===== src/rtl/blit_geom_pkg.sv =====
// constants for the block-transfer geometry register bank
package blit_geom_pkg;
	localparam int addr_w = 12;
	localparam int dest_w = 21;
	localparam int offs_w = 11;
	localparam int dim_w = 10;
	// register indices; the byte address on the bus is four times the index
	localparam logic [9:0] idx_ctrl = 10'h100;
	localparam logic [9:0] idx_depth = 10'h101;
	localparam logic [9:0] idx_src_lo = 10'h104;
	localparam logic [9:0] idx_src_mid = 10'h105;
	localparam logic [9:0] idx_src_hi = 10'h106;
	localparam logic [9:0] idx_dest_lo = 10'h108;
	localparam logic [9:0] idx_dest_mid = 10'h109;
	localparam logic [9:0] idx_dest_hi = 10'h10a;
	localparam logic [9:0] idx_offs_lo = 10'h10c;
	localparam logic [9:0] idx_offs_hi = 10'h10d;
	localparam logic [9:0] idx_width_lo = 10'h110;
	localparam logic [9:0] idx_width_hi = 10'h111;
	localparam logic [9:0] idx_height_lo = 10'h112;
	localparam logic [9:0] idx_height_hi = 10'h113;
	// field positions in the control and depth registers
	localparam int ctrl_start_bit = 0;
	localparam int ctrl_pattern_bit = 1;
	localparam int ctrl_busy_bit = 7;
	localparam int depth_bit = 0;
	// reset values
	localparam logic [20:0] rst_addr = 21'h000000;
	localparam logic [10:0] rst_offs = 11'h000;
	localparam logic [9:0] rst_dim = 10'h000;
endpackage : blit_geom_pkg


===== src/rtl/pattern_addr_split.sv =====
// splits the source start address into pattern base, line and pixel offset
`timescale 1ns/10ps
`default_nettype none
module pattern_addr_split
(
	input wire logic [20:0] src_addr,
	input wire logic depth16,
	output logic [14:0] pat_base,
	output logic [2:0] pat_line,
	output logic [3:0] pat_pix
);
	always_comb
	begin
		if (depth16)
		begin
			pat_base = {1'b0, src_addr[20:7]};
			pat_line = src_addr[6:4];
			pat_pix = src_addr[3:0];
		end
		else
		begin
			pat_base = src_addr[20:6];
			pat_line = src_addr[5:3];
			pat_pix = {1'b0, src_addr[2:0]};
		end
	end
endmodule : pattern_addr_split
`default_nettype wire


===== src/rtl/blit_geometry_registers.sv =====
// geometry registers and rectangular address generator of the block-transfer engine
// Operation
// - the destination start address is 21 bits over three byte registers, the top one holding bits 20..16 low.
// - an 11-bit word offset gives the distance from the first word of one line to that of the next.
// - the line word offset feeds only rectangular transfer addressing, never display refresh.
// - the 10-bit width field is pixels minus one, so each line handles the stored value plus one pixels.
// - the 10-bit height field is lines minus one, so the stored value plus one lines are handled.
// - at 8 bpp a pattern fill takes base from source bits 20:6, line from 5:3 and pixel from 2:0.
// - at 16 bpp a pattern fill takes base from source bits 20:7, line from 6:4 and pixel from 3:0.
// - a colour depth bit of one selects 16 bpp and zero selects 8 bpp.
`timescale 1ns/10ps
`default_nettype none
module blit_geometry_registers
(
	input wire logic sys_clk,
	input wire logic rst,
	input wire logic [blit_geom_pkg::addr_w-1:0] avs_address,
	input wire logic avs_read,
	input wire logic avs_write,
	input wire logic [31:0] avs_writedata,
	output logic [31:0] avs_readdata,
	output logic avs_waitrequest,
	output logic gen_valid,
	output logic [20:0] gen_word_addr,
	output logic gen_byte_lane,
	output logic gen_busy,
	output logic pattern_mode,
	output logic depth16,
	output logic [14:0] pat_base,
	output logic [2:0] pat_line,
	output logic [3:0] pat_pix
);
	import blit_geom_pkg::*;

	typedef struct packed {
		logic [20:0] dest;
		logic [10:0] offs;
		logic [9:0] width;
		logic [9:0] height;
		logic [20:0] src;
		logic depth;
		logic pattern;
		logic busy;
		logic [9:0] pix;
		logic [9:0] line;
		logic [20:0] line_start;
		logic valid;
		logic [20:0] word_addr;
		logic lane;
		logic wait_n;
		logic [7:0] rdata;
		logic [14:0] pbase;
		logic [2:0] pline;
		logic [3:0] ppix;
	} state_s;

	state_s st_r;
	state_s st_nxt;
	logic [9:0] idx;
	logic [14:0] split_base;
	logic [2:0] split_line;
	logic [3:0] split_pix;
	logic [7:0] rd_val;
	logic [7:0] wd;
	logic [20:0] pix_words;

	assign idx = avs_address[11:2];
	assign wd = avs_writedata[7:0];

	pattern_addr_split u_split
	(
		.src_addr(st_r.src),
		.depth16(st_r.depth),
		.pat_base(split_base),
		.pat_line(split_line),
		.pat_pix(split_pix)
	);

	// read multiplexer; unmapped indices read as zero
	always_comb
	begin
		case (idx)
			idx_ctrl: rd_val = {st_r.busy, 5'h00, st_r.pattern, 1'b0};
			idx_depth: rd_val = {7'h00, st_r.depth};
			idx_src_lo: rd_val = st_r.src[7:0];
			idx_src_mid: rd_val = st_r.src[15:8];
			idx_src_hi: rd_val = {3'h0, st_r.src[20:16]};
			idx_dest_lo: rd_val = st_r.dest[7:0];
			idx_dest_mid: rd_val = st_r.dest[15:8];
			idx_dest_hi: rd_val = {3'h0, st_r.dest[20:16]};
			idx_offs_lo: rd_val = st_r.offs[7:0];
			idx_offs_hi: rd_val = {5'h00, st_r.offs[10:8]};
			idx_width_lo: rd_val = st_r.width[7:0];
			idx_width_hi: rd_val = {6'h00, st_r.width[9:8]};
			idx_height_lo: rd_val = st_r.height[7:0];
			idx_height_hi: rd_val = {6'h00, st_r.height[9:8]};
			default: rd_val = 8'h00;
		endcase
	end

	// at 8 bpp two pixels share a word, at 16 bpp each pixel has one
	assign pix_words = st_r.depth ? 21'(st_r.pix) : 21'(st_r.pix[9:1]);

	always_comb
	begin
		st_nxt = st_r;
		// bus: one idle-wait cycle to register read data, then waitrequest low for one edge
		if (st_r.wait_n)
		begin
			st_nxt.wait_n = 1'b0;
		end
		else if (avs_read || avs_write)
		begin
			st_nxt.wait_n = 1'b1;
			st_nxt.rdata = rd_val;
		end
		// writes land only on the edge that sees waitrequest low
		if (st_r.wait_n && avs_write)
		begin
			case (idx)
				idx_ctrl: st_nxt.pattern = wd[ctrl_pattern_bit];
				idx_depth: st_nxt.depth = wd[depth_bit];
				idx_src_lo: st_nxt.src[7:0] = wd;
				idx_src_mid: st_nxt.src[15:8] = wd;
				idx_src_hi: st_nxt.src[20:16] = wd[4:0];
				idx_dest_lo: st_nxt.dest[7:0] = wd;
				idx_dest_mid: st_nxt.dest[15:8] = wd;
				idx_dest_hi: st_nxt.dest[20:16] = wd[4:0];
				idx_offs_lo: st_nxt.offs[7:0] = wd;
				idx_offs_hi: st_nxt.offs[10:8] = wd[2:0];
				idx_width_lo: st_nxt.width[7:0] = wd;
				idx_width_hi: st_nxt.width[9:8] = wd[1:0];
				idx_height_lo: st_nxt.height[7:0] = wd;
				idx_height_hi: st_nxt.height[9:8] = wd[1:0];
				default: st_nxt.pattern = st_r.pattern;
			endcase
		end
		// address generator; one pixel per clock, geometry read live so keep it still while busy
		st_nxt.valid = st_r.busy;
		st_nxt.word_addr = st_r.line_start + pix_words;
		st_nxt.lane = st_r.depth ? 1'b0 : st_r.pix[0];
		if (st_r.busy)
		begin
			if (st_r.pix == st_r.width)
			begin
				st_nxt.pix = 10'h000;
				if (st_r.line == st_r.height)
				begin
					st_nxt.busy = 1'b0;
				end
				else
				begin
					st_nxt.line = st_r.line + 10'h001;
					// the offset is applied here and nowhere else
					st_nxt.line_start = st_r.line_start + 21'(st_r.offs);
				end
			end
			else
			begin
				st_nxt.pix = st_r.pix + 10'h001;
			end
		end
		else if (st_r.wait_n && avs_write && idx == idx_ctrl && wd[ctrl_start_bit])
		begin
			st_nxt.busy = 1'b1;
			st_nxt.pix = 10'h000;
			st_nxt.line = 10'h000;
			st_nxt.line_start = st_r.dest;
		end
		st_nxt.pbase = split_base;
		st_nxt.pline = split_line;
		st_nxt.ppix = split_pix;
	end

	always_ff @(posedge sys_clk or posedge rst)
	begin
		if (rst)
		begin
			st_r <= '0;
			st_r.dest <= rst_addr;
			st_r.src <= rst_addr;
			st_r.line_start <= rst_addr;
			st_r.offs <= rst_offs;
			st_r.width <= rst_dim;
			st_r.height <= rst_dim;
		end
		else
		begin
			st_r <= st_nxt;
		end
	end

	assign avs_readdata = {24'h000000, st_r.rdata};
	assign avs_waitrequest = ~st_r.wait_n;
	assign gen_valid = st_r.valid;
	assign gen_word_addr = st_r.word_addr;
	assign gen_byte_lane = st_r.lane;
	assign gen_busy = st_r.busy;
	assign pattern_mode = st_r.pattern;
	assign depth16 = st_r.depth;
	assign pat_base = st_r.pbase;
	assign pat_line = st_r.pline;
	assign pat_pix = st_r.ppix;
endmodule : blit_geometry_registers
`default_nettype wire


===== config.mk =====
export PLATFORM = sky130hd
export DESIGN_NAME = blit_geometry_registers
export DESIGN_NICKNAME = d
export VERILOG_FILES = /design/src/rtl/blit_geom_pkg.sv /design/src/rtl/pattern_addr_split.sv /design/src/rtl/blit_geometry_registers.sv
export SDC_FILE = /design/constraint.sdc
export NUM_CORES = 1
export LEC_CHECK = 0
export BUFFER_PORTS_ARGS = -buffer_cell sky130_fd_sc_hd__buf_4
export CAP_MARGIN = 40
export CORE_UTILIZATION = 55
export DETAILED_ROUTE_END_ITERATION = 10
export PLACE_DENSITY = 0.78
export SETUP_SLACK_MARGIN = 0.2
export SLEW_MARGIN = 20
export SYNTH_ARGS = -nofsm -noshare
export SYNTH_HDL_FRONTEND = slang
export SYNTH_SLANG_ARGS = --single-unit
export TNS_END_PERCENT = 30

===== constraint.sdc =====
create_clock -name sys_clk -period 14.4 [get_ports sys_clk]
set_input_delay 0.72 -clock sys_clk [delete_from_list [all_inputs] [get_ports sys_clk]]
set_output_delay 0.72 -clock sys_clk [all_outputs]
set_load 0.01 [all_outputs]

# Word level (Yosys, flattened, before mapping)
# Index checks and enable logic that the tools add are counted.
# word_totals
input_bits	48
ff_bits	171
wordCells	85
# classes
n_reduce_logical	21
addsub	4
bitwise	1
n_eq_ne	18
muxes	15
# ops
cell	count
== test 10 x 9 -> 1 bit, second input constant	14
case mux 8 bit (14 select lines)	1
two-way mux 42 bit	2
two-way mux 31 bit	2
AND reduction 2 bit	15
adder 21 x 10 -> 21 bit	1
adder 21 x 11 -> 21 bit	1
adder 10 x 1 -> 10 bit, second input constant	2
== test 10 bit	2
two-way mux 10 bit	2
two-way mux 15 bit	1
two-way mux 9 bit	1
two-way mux 1 bit	4
two-way mux 4 bit	1
logical AND 1 bit	3
two-way mux 3 bit	1
AND reduction 3 bit	1
!= test 2 x 1 -> 1 bit, second input constant	1
!= test 2 bit, second input constant	1
nonzero test 2 bit	1
logical OR 1 bit	1
inverter 1 bit	1

# Logic depth before layout (Yosys ltp)
# depth
depth_word	5
ltp_mapped	11
mapped_depth_nobuf	10

# Cells and area by module
# Synthesis repeated with hierarchy kept, for this count alone.
# hier_totals
cells_unflattened	881
area_unflattened_um2	9576.7
# modules_own_cells
mod	n_inst	area_each_um2	cells_per_inst
blit_geometry_registers	1	9285.2	857
pattern_addr_split	1	291.5	24

# Worst setup path before layout
# OpenSTA, ideal clock, no wires.
# synth_path
kind	register -> register
start	register st_r (netlist bit depth16)
end	register st_r (netlist bit gen_word_addr[10])
stages_incl_launch_ff	11
path_slack_ns	11.413
arrival_ns	2.907
t_required_ns	14.320
setup_time_ns	0.080
synth_period_minus_slack_ns	2.987
path_buffers	1
cell_sequence	dfrtp_1 -> clkbuf_1 -> mux2_2 -> ha_1 -> fa_1 -> a21oi_1 -> nor2_1 -> or4_1 -> a31o_2 -> a21oi_1 -> xnor2_1
# synth_rtl
item	line_no	source
start, declared	blit_geometry_registers.sv:57	state_s st_r;
start signal, assigned	blit_geometry_registers.sv:189	st_r <= st_nxt;

# Worst setup path in the final report
# layout_path
start	register st_r[87] in the netlist's numbering
end	register st_r[73] in the netlist's numbering
# layout_between
elab_chain_cells	3
# layout_rtl
item	line_no	source
== test 10 bit	blit_geometry_registers.sv:144	if (st_r.pix == st_r.width)
!= test 2 x 1 -> 1 bit (no source line)	--	
AND reduction 3 bit (no source line)	--	
# Every way passes these cells.
# A chain may end at the register's enable or synchronous reset.

==> qor.yml <==
floorplan:
  initial_core_util: 0.565
  die_y_um: 133
  chipWidth_um: 133
  io_pins: 129
  coreArea_um2: 16600
  die-area_um2: 17600
  core.rowCount: 47
worst_hold_path:
  hold_class: "input port to async pin"
finish:
  mostFrequentLayoutCell: "dfrtp_1"
  area_growth_pct: 9.79
  nets: 971
  fillers: 1383
  final_cell_mix: "dfrtp_1, mux2_2, buf_4, nand2_1, o21ai_0"
  drive_gt1_frac: 0.261
  diodes: 0
yosys:
  synth_cell_types: 70
  ys_seq_elements: 171
  synth_edf_count: 0
  synth_warnings: 0
  synth.yosys.seq_area_share: 0.455
  avgSynthCellArea_um2: 10.7
  async_flop_share: 1.00
  synth.cell_area_um2: 9400
  synthCells: 880
  synthFlopType: "dfrtp_1"
timing:
  max_slew.worst_pin.slew_ps: 870
  finalSetupTns_ps: 0
  skew_ps: 9.03
  setup_viol: 0
  max_slew_margin: 0.418
  fmax_ghz: 0.322
  finalCritPeriodShare: 0.215
  hold_viol_final: 0
  setup_ws_ps: 11300
  fin_crit_ps: 3100
  slew_viol_final: 0
  rsz0062_at_grt: "no"
clock_tree:
  cts.reportedPaths.clkPinSlew_ps: 60
  clock_latency_ps: 430
  postCtsHoldBufs: 0
  postCtsSetupBuffers: 0
  ctsRootBufferMaster: "clkbuf_16"
  cts_tree: "done"
  cts.repair.resized: 0
  cts_buffers: 17
  cts.sinks: 171
  h-tree-depth: 4
  clockBufferDepth: 2
placed_design:
  gp_congestion: 0.989
  port-buffer-count: 78
  dp_slack_ps: 11010
  hpwlAfterDp_um: 16400
setup_path:
  cp_slowest_cell: "o41ai_4"
  worstPathCellList: "xnor2_1 > nand4_1 > o41ai_4 > and3_1 > nand3_2 > or3_1 > nand4_1"
  crit_path_end_kind: "flop"
  r2r_slack_ps: 11300
  crit_type: "flop to flop"
  reg2regPathDepth: 7
  crit_required_ps: 14770
  cp_common_cell: "nand4_1"
  critPathMaxStageDelay_ps: 800
  worstReg2RegStart: "st_r[87]"
  startpoint_type: "flop"
  critPathArrivalTime_ps: 3470
  r2r_end: "st_r[73]"
  path_max_fanout: 19
route:
  ant_nets: 0
  wire_per_inst_um: 20.4
  drc: 0
  drt-total-wl_um: 23000
  drt_iter0_drc: 653
  vias: 6768
  firstDrtPassIters: 6
  vias_per_cell: 5.99
power:
  powerDensity_nw_per_um2: 97.4
  peakVddDrop_v: 0.0000852
  p_leak_nw: 5.06
global_routing:
  grt_pass1_vias: 6398
  track_usage: 0.269
  grt_max_degree: 54
  grt_overflow: 0
  antenna_found_initial: 0
  grt_first_pass_wirelength_um: 35900
flow_run:
  cap_viol_max_count: 0
status:
  status: "complete, no violations"
area by class of cell:
| class | count | area, µm² | share of cell area |
|---|---|---|---|
| Timing Repair Buffer | 86 | 666 | 0.0645 |
| Tap cell | 220 | 275 | 0.0267 |
| Multi-Input combinational cell | 613 | 4470 | 0.433 |
| Inverter | 9 | 38.8 | 0.00376 |
| Sequential cell | 171 | 4280 | 0.415 |
| Clock buffer | 23 | 478 | 0.0463 |
| Clock inverter | 7 | 115 | 0.0112 |
worst max path at each step:
stage          depth (start not counted)            from                end
6_report                               7        st_r[87]           st_r[73]
2_1_floorplan                          1             rst    avs_readdata[0]
4_1_cts                                9         depth16  gen_word_addr[13]
3_3_place_gp                           8  avs_address[3]           st_r[73]
5_1_grt                                7        st_r[87]           st_r[73]
3_5_place_dp                           8  avs_address[3]           st_r[73]
registers in the layout, indices dropped and copies added (netlist names):
signal	count
pat_line	3
gen_busy	1
gen_byte_lane	1
gen_valid	1
st_r	115
pat_pix	4
depth16	1
pattern_mode	1
pat_base	15
avs_readdata	8
gen_word_addr	21
kinds of logic after synthesis:
logic type	share of synthesized area
other cells	0.000399
mux	0.132
simple gates	0.120
compound gates	0.128
flops	0.455
xor+xnor	0.0503
fa+ha+maj	0.0349
buf+inv	0.0787
routing by layer:
metal | track usage | share of wire | vias up | wire length, µm
li1 | - | - | 3101 | -
met3 | 0.0494 | 0.064 | 44 | 1470
met5 | 0 | 0 | - | 0
met2 | 0.417 | 0.47 | 269 | 10700
met4 | 0.0964 | 0.027 | 0 | 622
met1 | 0.380 | 0.44 | 3354 | 10200
stage by stage:
stage | util | cell area [µm²] | hold slack [ps] | power, mW | std cells
detailed placement | 0.584 | 9720 | 391 | 0.547 | 1098
global route | 0.620 | 10300 | 338 | 1.04 | 1129
CTS | 0.620 | 10300 | 324 | 1.01 | 1128
finish | 0.620 | 10300 | 312 | 1.00 | 1129
floorplan | - | 9480 | 370 | 0.531 | 903
global placement | 0.582 | 9680 | 392 | 0.546 | 1096
power by group:
part	switching, mW	internal (mW)
combinational	0.0347	0.0143
clock	0.182	0.284
sequential	0.00429	0.485
synthesized netlist by cell type, drive strengths merged (3+ instances only):
master / count / area share
o211ai: 4 / 0.0032
nor2b: 11 / 0.0073
or3: 7 / 0.0047
mux2i: 5 / 0.0053
nor2: 33 / 0.013
nand4: 7 / 0.0047
a21o: 9 / 0.0080
mux2: 104 / 0.12
ha: 23 / 0.031
buf: 85 / 0.065
xor2: 25 / 0.023
dfrtp: 171 / 0.46
a21oi: 24 / 0.013
and2: 6 / 0.0040
nand3: 31 / 0.017
a32oi: 8 / 0.0075
clkbuf: 25 / 0.010
nand2b: 8 / 0.0053
nor3: 11 / 0.0069
a22o: 3 / 0.0028
and3: 11 / 0.0073
o21bai: 3 / 0.0024
o31ai: 4 / 0.0032
o21ai: 58 / 0.031
a211oi: 7 / 0.0056
o22ai: 5 / 0.0033
nor4: 4 / 0.0043
nand2: 80 / 0.032
inv: 9 / 0.0036
a22oi: 20 / 0.016
nor3b: 3 / 0.0035
xnor2: 29 / 0.027
a31oi: 9 / 0.0060
o41ai: 4 / 0.0065
worst max-delay path, delay by kind of cell, from the launching register on:
kind,cells,cell delay [ps]
AOI/OAI and AO/OA,1,800
xor gates and xnor gates,1,200
DFF,1,470
and+or+nand+nor,5,1560
No activity file was read; power rests on OpenSTA's default activity.
